**src/hdl/aiocr_pkg.sv**
```systemverilog
// Purpose: constants and types shared by the analog I/O control register bank
// Assumes: byte-wide register port, 5-bit byte offsets
// Notes: offsets are the board's byte offsets from its base address
`default_nettype none
package aiocr_pkg;
  localparam int ADDR_W = 5;
  localparam int DATA_W = 8;
  localparam int CODE_W = 12;

  // register offsets
  localparam logic [4:0] OFF_SOFT_START = 5'h01;
  localparam logic [4:0] OFF_FIRST_OUTPUT_RANGE_FLAG_LOW = 5'h0C;
  localparam logic [4:0] OFF_FIRST_OUTPUT_RANGE_FLAG_HIGH = 5'h0D;
  localparam logic [4:0] OFF_SECOND_OUTPUT_RANGE_FLAG_LOW = 5'h0E;
  localparam logic [4:0] OFF_SECOND_OUTPUT_RANGE_FLAG_HIGH = 5'h0F;
  localparam logic [4:0] OFF_DAC_UPDATE = 5'h10;
  localparam logic [4:0] OFF_TRIGGER = 5'h11;
  localparam logic [4:0] OFF_STATUS = 5'h12;
  localparam logic [4:0] OFF_INTERRUPT = 5'h13;
  localparam logic [4:0] OFF_PORT_A = 5'h14;
  localparam logic [4:0] OFF_PORT_B = 5'h15;
  localparam logic [4:0] OFF_DIRECTION = 5'h17;

  // field positions
  localparam int BIT_SIMULTANEOUS = 0;
  localparam int BIT_DIR_QUALIFIER = 7;
  localparam int BIT_DIR_PORT_A = 4;
  localparam int BIT_DIR_PORT_B = 1;
  localparam int INT_FLAG_LSB = 4;
  localparam int INT_COUNT = 4;

  // trigger origin encodings
  localparam logic [1:0] ORIGIN_SOFTWARE = 2'h0;
  localparam logic [1:0] ORIGIN_TIMER = 2'h1;
  localparam logic [1:0] ORIGIN_EXTERNAL = 2'h2;

  // values after reset
  localparam logic [11:0] RST_CODE = 12'h000;
  localparam logic [3:0] RST_INT = 4'h0;
  localparam logic [7:0] RST_PORT = 8'h00;
  localparam logic RST_DIR_INPUT = 1'b1;

  // conversion trigger configuration, laid out as written to its offset
  typedef struct packed {
    logic [2:0] unused;
    logic counter_zero_tick_select;
    logic trigger_polarity;
    logic single_or_scan_select;
    logic trigger_origin_high;
    logic trigger_origin_low;
  } aiocr_trig_type;

  localparam aiocr_trig_type RST_TRIG = 8'h00;
endpackage
`default_nettype wire

```
**src/hdl/aiocr_top.sv**
```systemverilog
// Purpose: host register bank of an analog I/O board: converter codes,
//   trigger setup, board/queue status, interrupt enables and flags, two ports
// Assumes: strobes one cycle long, never together; pins synchronous to CLOCK_I
// Notes: read data stand only in the cycle after the read strobe
//
// Contract
// - first converter code from offsets C and D
// - synchronous option holds first code until second
// - write-only synchronous bit, offset 10 bit 0
// - second converter code from offsets E and F
// - trigger origin in offset 11 bits 1..0
// - bit 2 start type, bit 3 edge
// - bit 4 selects counter zero clock
// - offset 12 bits 2..0 report jumpers
// - offset 12 bits 3,4 report output ranges
// - offset 12 bits 7..5 report queue state
// - offset 13 write sets four interrupt enables
// - enabled condition raises an interrupt
// - offset 13 read returns interrupt flags
// - offset 13 read clears flags set at read
// - offset 14 is first digital port
// - offset 15 is second digital port
// - direction at 17 needs qualifier bit 7
// - software mode: write to 1 starts once
// - other modes start from counter two output
`default_nettype none
module aiocr_top #(
  parameter int CODE_W = aiocr_pkg::CODE_W
) (
  // clock and reset
  input wire logic CLOCK_I,
  input wire logic RST_N_I,
  // register port
  input wire logic [aiocr_pkg::ADDR_W-1:0] ADDR_I,
  input wire logic [aiocr_pkg::DATA_W-1:0] WDATA_I,
  input wire logic WR_I,
  input wire logic RD_I,
  output logic [aiocr_pkg::DATA_W-1:0] RDATA_O,
  // converter codes
  output logic [CODE_W-1:0] FIRST_OUTPUT_RANGE_FLAG_CODE_O,
  output logic [CODE_W-1:0] SECOND_OUTPUT_RANGE_FLAG_CODE_O,
  // conversion trigger
  output aiocr_pkg::aiocr_trig_type TRIG_CONFIG_O,
  input wire logic COUNTER_TWO_OUT_I,
  output logic AD_START_O,
  // board straps and queue state
  input wire logic BIPOLAR_JUMPER_I,
  input wire logic SINGLE_ENDED_JUMPER_I,
  input wire logic AMPLIFICATION_JUMPER_FLAG_I,
  input wire logic FIRST_OUTPUT_RANGE_FLAG_I,
  input wire logic SECOND_OUTPUT_RANGE_FLAG_I,
  input wire logic QUEUE_NOT_EMPTY_I,
  input wire logic SAMPLE_QUEUE_HALF_N_I,
  input wire logic SAMPLE_QUEUE_FULL_N_I,
  // conversion events
  input wire logic CONVERSION_DONE_I,
  input wire logic SCAN_DONE_I,
  output logic IRQ_O,
  // digital ports
  input wire logic [7:0] PORT_FIRST_LINES_I,
  output logic [7:0] PORT_FIRST_LINES_O,
  output logic PORT_FIRST_LINES_OE_O,
  input wire logic [7:0] PORT_SECOND_LINES_I,
  output logic [7:0] PORT_SECOND_LINES_O,
  output logic PORT_SECOND_LINES_OE_O
);

  logic [7:0] first_output_range_flag_low_reg, first_output_range_flag_low_next;
  logic [7:0] second_output_range_flag_low_reg, second_output_range_flag_low_next;
  logic [CODE_W-1:0] first_output_range_flag_held_reg, first_output_range_flag_held_next;
  logic [CODE_W-1:0] first_output_range_flag_reg, first_output_range_flag_next;
  logic [CODE_W-1:0] second_output_range_flag_reg, second_output_range_flag_next;
  logic simultaneous_reg, simultaneous_next;
  aiocr_pkg::aiocr_trig_type trig_reg, trig_next;
  logic [3:0] int_enable_reg, int_enable_next;
  logic [3:0] int_flag_reg, int_flag_next;
  logic irq_reg, irq_next;
  logic half_prev_reg, half_prev_next;
  logic full_prev_reg, full_prev_next;
  logic counter_prev_reg, counter_prev_next;
  logic start_reg, start_next;
  logic [7:0] port_a_reg, port_a_next;
  logic [7:0] port_b_reg, port_b_next;
  logic dir_a_reg, dir_a_next;
  logic dir_b_reg, dir_b_next;
  logic oe_a_reg, oe_a_next;
  logic oe_b_reg, oe_b_next;
  logic [7:0] rdata_reg, rdata_next;

  logic wr_hit;
  logic half_cond;
  logic full_cond;
  logic counter_edge;
  logic [3:0] int_event;

  always_comb begin
    half_cond = ~SAMPLE_QUEUE_HALF_N_I;
    full_cond = ~SAMPLE_QUEUE_FULL_N_I;
    // edge chosen by the polarity bit
    if (trig_reg.trigger_polarity) begin
      counter_edge = counter_prev_reg & ~COUNTER_TWO_OUT_I;
    end else begin
      counter_edge = ~counter_prev_reg & COUNTER_TWO_OUT_I;
    end
    // level conditions count once, on their way in
    int_event = {full_cond & ~full_prev_reg, half_cond & ~half_prev_reg,
                 SCAN_DONE_I, CONVERSION_DONE_I};
    wr_hit = WR_I;
  end

  always_comb begin
    first_output_range_flag_low_next = first_output_range_flag_low_reg;
    second_output_range_flag_low_next = second_output_range_flag_low_reg;
    first_output_range_flag_held_next = first_output_range_flag_held_reg;
    first_output_range_flag_next = first_output_range_flag_reg;
    second_output_range_flag_next = second_output_range_flag_reg;
    simultaneous_next = simultaneous_reg;
    trig_next = trig_reg;
    int_enable_next = int_enable_reg;
    port_a_next = port_a_reg;
    port_b_next = port_b_reg;
    dir_a_next = dir_a_reg;
    dir_b_next = dir_b_reg;
    start_next = 1'b0;
    half_prev_next = half_cond;
    full_prev_next = full_cond;
    counter_prev_next = COUNTER_TWO_OUT_I;
    if (wr_hit) begin
      case (ADDR_I)
        aiocr_pkg::OFF_SOFT_START: begin
          // any value starts one conversion, only in software mode
          start_next = ({trig_reg.trigger_origin_high, trig_reg.trigger_origin_low}
                        == aiocr_pkg::ORIGIN_SOFTWARE);
        end
        aiocr_pkg::OFF_FIRST_OUTPUT_RANGE_FLAG_LOW: begin
          first_output_range_flag_low_next = WDATA_I;
        end
        aiocr_pkg::OFF_FIRST_OUTPUT_RANGE_FLAG_HIGH: begin
          // the high byte completes the code; upper four bits ignored
          first_output_range_flag_held_next = {WDATA_I[CODE_W-9:0], first_output_range_flag_low_reg};
          if (!simultaneous_reg) begin
            first_output_range_flag_next = {WDATA_I[CODE_W-9:0], first_output_range_flag_low_reg};
          end
        end
        aiocr_pkg::OFF_SECOND_OUTPUT_RANGE_FLAG_LOW: begin
          second_output_range_flag_low_next = WDATA_I;
        end
        aiocr_pkg::OFF_SECOND_OUTPUT_RANGE_FLAG_HIGH: begin
          second_output_range_flag_next = {WDATA_I[CODE_W-9:0], second_output_range_flag_low_reg};
          if (simultaneous_reg) begin
            first_output_range_flag_next = first_output_range_flag_held_reg;
          end
        end
        aiocr_pkg::OFF_DAC_UPDATE: begin
          simultaneous_next = WDATA_I[aiocr_pkg::BIT_SIMULTANEOUS];
        end
        aiocr_pkg::OFF_TRIGGER: begin
          trig_next = {3'h0, WDATA_I[4:0]};
        end
        aiocr_pkg::OFF_INTERRUPT: begin
          int_enable_next = WDATA_I[3:0];
        end
        aiocr_pkg::OFF_PORT_A: begin
          port_a_next = WDATA_I;
        end
        aiocr_pkg::OFF_PORT_B: begin
          port_b_next = WDATA_I;
        end
        aiocr_pkg::OFF_DIRECTION: begin
          // without the qualifier the write is dropped
          if (WDATA_I[aiocr_pkg::BIT_DIR_QUALIFIER]) begin
            dir_a_next = WDATA_I[aiocr_pkg::BIT_DIR_PORT_A];
            dir_b_next = WDATA_I[aiocr_pkg::BIT_DIR_PORT_B];
          end
        end
        default: begin
          start_next = 1'b0;
        end
      endcase
    end
    // timer and external origins both arrive through counter two
    if ({trig_reg.trigger_origin_high, trig_reg.trigger_origin_low}
        != aiocr_pkg::ORIGIN_SOFTWARE && counter_edge) begin
      start_next = 1'b1;
    end
    // enables kept as flops so the pin drivers see no gate in front
    oe_a_next = ~dir_a_next;
    oe_b_next = ~dir_b_next;
  end

  // read path and flag clearing
  always_comb begin
    rdata_next = 8'h00;
    // a flag raised in the clearing cycle survives: set wins
    int_flag_next = int_flag_reg;
    if (RD_I) begin
      case (ADDR_I)
        aiocr_pkg::OFF_STATUS: begin
          rdata_next = {SAMPLE_QUEUE_FULL_N_I, SAMPLE_QUEUE_HALF_N_I,
                        QUEUE_NOT_EMPTY_I,
                        SECOND_OUTPUT_RANGE_FLAG_I, FIRST_OUTPUT_RANGE_FLAG_I,
                        AMPLIFICATION_JUMPER_FLAG_I, SINGLE_ENDED_JUMPER_I,
                        BIPOLAR_JUMPER_I};
        end
        aiocr_pkg::OFF_INTERRUPT: begin
          rdata_next = {int_flag_reg, 4'h0};
          int_flag_next = aiocr_pkg::RST_INT;
        end
        aiocr_pkg::OFF_PORT_A: begin
          rdata_next = dir_a_reg ? PORT_FIRST_LINES_I : port_a_reg;
        end
        aiocr_pkg::OFF_PORT_B: begin
          rdata_next = dir_b_reg ? PORT_SECOND_LINES_I : port_b_reg;
        end
        default: begin
          // write-only and unmapped offsets read as zero
          rdata_next = 8'h00;
        end
      endcase
    end
    int_flag_next = int_flag_next | (int_event & int_enable_reg);
    irq_next = |int_flag_next;
  end

  always_ff @(posedge CLOCK_I or negedge RST_N_I) begin
    if (!RST_N_I) begin
      first_output_range_flag_low_reg <= 8'h00;
      second_output_range_flag_low_reg <= 8'h00;
      first_output_range_flag_held_reg <= aiocr_pkg::RST_CODE;
      first_output_range_flag_reg <= aiocr_pkg::RST_CODE;
      second_output_range_flag_reg <= aiocr_pkg::RST_CODE;
      simultaneous_reg <= 1'b0;
      trig_reg <= aiocr_pkg::RST_TRIG;
      int_enable_reg <= aiocr_pkg::RST_INT;
      int_flag_reg <= aiocr_pkg::RST_INT;
      irq_reg <= 1'b0;
      half_prev_reg <= 1'b0;
      full_prev_reg <= 1'b0;
      counter_prev_reg <= 1'b0;
      start_reg <= 1'b0;
      port_a_reg <= aiocr_pkg::RST_PORT;
      port_b_reg <= aiocr_pkg::RST_PORT;
      dir_a_reg <= aiocr_pkg::RST_DIR_INPUT;
      dir_b_reg <= aiocr_pkg::RST_DIR_INPUT;
      oe_a_reg <= ~aiocr_pkg::RST_DIR_INPUT;
      oe_b_reg <= ~aiocr_pkg::RST_DIR_INPUT;
      rdata_reg <= 8'h00;
    end else begin
      first_output_range_flag_low_reg <= first_output_range_flag_low_next;
      second_output_range_flag_low_reg <= second_output_range_flag_low_next;
      first_output_range_flag_held_reg <= first_output_range_flag_held_next;
      first_output_range_flag_reg <= first_output_range_flag_next;
      second_output_range_flag_reg <= second_output_range_flag_next;
      simultaneous_reg <= simultaneous_next;
      trig_reg <= trig_next;
      int_enable_reg <= int_enable_next;
      int_flag_reg <= int_flag_next;
      irq_reg <= irq_next;
      half_prev_reg <= half_prev_next;
      full_prev_reg <= full_prev_next;
      counter_prev_reg <= counter_prev_next;
      start_reg <= start_next;
      port_a_reg <= port_a_next;
      port_b_reg <= port_b_next;
      dir_a_reg <= dir_a_next;
      dir_b_reg <= dir_b_next;
      oe_a_reg <= oe_a_next;
      oe_b_reg <= oe_b_next;
      rdata_reg <= rdata_next;
    end
  end

  assign RDATA_O = rdata_reg;
  assign FIRST_OUTPUT_RANGE_FLAG_CODE_O = first_output_range_flag_reg;
  assign SECOND_OUTPUT_RANGE_FLAG_CODE_O = second_output_range_flag_reg;
  assign TRIG_CONFIG_O = trig_reg;
  assign AD_START_O = start_reg;
  assign IRQ_O = irq_reg;
  assign PORT_FIRST_LINES_O = port_a_reg;
  assign PORT_FIRST_LINES_OE_O = oe_a_reg;
  assign PORT_SECOND_LINES_O = port_b_reg;
  assign PORT_SECOND_LINES_OE_O = oe_b_reg;
endmodule
`default_nettype wire

```
**config.mk**
```make
export PLATFORM = sky130hd
export DESIGN_NAME = aiocr_top
export DESIGN_NICKNAME = d
export VERILOG_FILES = /design/src/hdl/aiocr_pkg.sv /design/src/hdl/aiocr_top.sv
export SDC_FILE = /design/constraint.sdc
export NUM_CORES = 1
export LEC_CHECK = 0
export CORE_ASPECT_RATIO = 1.2
export CORE_UTILIZATION = 60
export CTS_CLUSTER_DIAMETER = 60
export DETAILED_ROUTE_END_ITERATION = 12
export DONT_BUFFER_PORTS = 1
export PLACE_DENSITY = 0.83
export SYNTH_ARGS = -nofsm -noshare
export SYNTH_HDL_FRONTEND = slang
export SYNTH_SLANG_ARGS = --single-unit
```
**constraint.sdc**
```tcl
create_clock -name CLOCK_I -period 2.5 [get_ports CLOCK_I]
set_clock_uncertainty 0.15 [all_clocks]
set_input_delay 0.125 -clock CLOCK_I [delete_from_list [all_inputs] [get_ports CLOCK_I]]
set_output_delay 0.125 -clock CLOCK_I [all_outputs]
set_load 0.02 [all_outputs]
```
==> results.cfg <==
[outcome]
outcome = finished with violations
violations = hold timing

[timing]
post-route-period-util_pct = 91.0
maxSlewViolCount = 0
fin_setup_tns_ns = 0
fmax_ghz = 0.440
min_period_ns = 2.27
timing.slew.headroom_pct = 48.1
rsz0062_at_grt = false
fin_hold_ws_ns = -0.691
finalHoldViolations = 99
tightest_slew_ns = 0.775
setup_viol = 0

[layout]
areaGrowthSynthToFinish_pct = 16.3
fillers = 441
drive_above_1_share_pct = 30.8
final_nets = 393
fin_area_sq_um = 4840

[clock_network]
worstSkewPairLatency_ns = 0.35
cts_root_buf = clkbuf_8
h-tree-depth = 3
clockBufferDepth = 2
clkSinkCount = 99
cts_resized = 0
post_cts_buffers = 0
cts_tree = built
clkTransAtPathRegs_ns = 0.09
holdBufCountCts = 40
cts_made_buffers = 9

[synth]
ys.flop_type = dfrtp_1
synth-seq-cells = 99
synthCells = 308
synth_edf_count = 0
ys_top_cells_by_count = dfrtp_1, mux2_2, nand2_1
synth_area_sq_um = 4160
yosys.area.top_type = dfrtp_1
async_reset_ff_share_pct = 100
ys_seq_area_share_pct = 59.6
synth_warnings = 0
synth_top_area_share_pct = 58.3
synth_area_leaders = dfrtp_1, mux2_2, mux2i_1
synth.avg_cell_area_sq_um = 13.5
synth.distinct_cells = 29
post-synth-top-count-cell = dfrtp_1

[worst_setup_path]
cp-end-kind = flop
worstPathRequired_ns = 2.58
worstSetupStartpointType = flop
crit_arrival_ns = 2.35
crit_fanout = 9
crit_type = reg2reg

[global_routing]
grt_pass1_vias = 2840
grt_pass1_wl_mm = 15.5
grt_overflow_total = 0
grtUsageTotal_pct = 29.0
antenna_found_initial = 3
grt_max_degree = 100

[power]
p_per_area_nw_per_um2 = 762
ir_worst_vdd_uv = 454
leakage_nw = 2.12

[floorplan]
placementRows = 32
ioPinCount = 104
core-area_sq_um = 6570
start_util_pct = 63.4
die_x_um = 78.0
die_h_um = 93.2
dieArea_sq_um = 7280

[drt]
wl_per_cell_um = 21.8
viasPerCell = 6.16
drcViolationCount = 0
vias = 2721
drt_first_pass_iters = 5
wl_mm = 9.63
initialDrtViolationCount = 209
ant_nets = 0

[placement]
port-buffer-count = 0
place_area_sq_um = 4240
dp.final_hpwl_mm = 5.92
gp_congestion = 0.909

[run]
maxCapViolCount = 0

[min_path]
min_path_type = in2async
## layout by cell type, fill, tap and decap left out, drive strengths merged
master	synthesis	final
dfrtp	97	97
a22oi	8	8
nor4	1	1
mux2i	14	14
nand2	20	20
diode	0	3
clkinv	0	2
or3b	2	2
a222oi	4	4
o21ai	14	14
nand3b	2	2
nor4b	1	1
mux2	82	82
a22o	5	5
conb	1	3
nor2	16	16
nor3	3	3
or3	2	2
dfstp	2	2
clkinvlp	0	2
bufinv	0	1
nand4b	2	2
clkbuf	12	10
or4b	1	1
a21oi	5	5
nand2b	2	2
inv	5	6
xor2	2	2
buf	5	5
dlygate4sd3	0	40
## final cells by class
class | instances | area (sq um) | area share (%)
Sequential cell | 99 | 2480 | 51.2
Clock buffer | 10 | 128 | 2.64
Inverter | 5 | 18.8 | 0.388
Multi-Input combinational cell | 189 | 1600 | 33.0
Timing Repair Buffer | 45 | 438 | 9.05
Clock inverter | 6 | 63.8 | 1.32
Antenna cell | 3 | 7.51 | 0.155
Tap cell | 85 | 106 | 2.20
## worst paths after layout
| check | start | end | slack [ns] | depth (start not counted) |
|---|---|---|---|---|
| min in group CLOCK_I | PORT_SECOND_LINES_I[4] | RDATA_O[4] | 0.03 | 3 |
| hold reg to reg | second_output_range_flag_low_reg[2] | SECOND_OUTPUT_RANGE_FLAG_CODE_O[2] | 0.35 | 1 |
| max in group asynchronous | RST_N_I | dir_a_reg | 2.70 | 0 |
| hold / removal | RST_N_I | half_prev_reg | -0.69 | 0 |
| setup reg to reg | dir_a_reg | RDATA_O[1] | 0.23 | 4 |
| setup / recovery | dir_a_reg | RDATA_O[1] | 0.23 | 4 |
## routing by layer
| layer | global-route usage [%] | part of all wire (%) | vias to the layer above |
|---|---|---|---|
| met3 | 6.54 | 7.0 | 30 |
| met5 | 0 | 0 | - |
| li1 | - | - | 1180 |
| met1 | 37.5 | 40 | 1386 |
| met4 | 14.0 | 4.1 | 0 |
| met2 | 46.7 | 49 | 125 |
## cells by family (layout without fill, tap and decap cells)
group	count (synthesis)	count (layout)	share of synthesized area, %
flops	99	99	59.6
xor+xnor	2	2	0.421
buf+inv	22	66	2.31
compound gates	36	36	5.74
other cells	1	6	0.0901
mux	96	96	25.5
simple gates	52	52	6.31
## power breakdown
group | internal (W) | switching, W
clock | 0.000463 | 0.000538
sequential | 0.00186 | 0.000369
combinational | 0.000295 | 0.000169
total | 0.00262 | 0.00108
## critical path: stages (launching register included)
cell and delay (ns):
dfstp_2 0.67, mux2_2 0.36, a222oi_1 0.32, dlygate4sd3_1 0.61
nor2_1 0.05
## stage by stage
stage	std cells	power (W)	worst slack [ns]	utilization [%]
5_1_grt	442	0.00384	0.130	73.7
2_1_floorplan	310	0.00253	0.565	-
3_5_place_dp	383	0.00263	0.466	64.6
6_report	442	0.00369	0.225	73.7
3_3_place_gp	383	0.00260	0.533	64.6
4_1_cts	439	0.00369	0.298	73.6
Note: power is estimated with default switching activity, not from simulation.
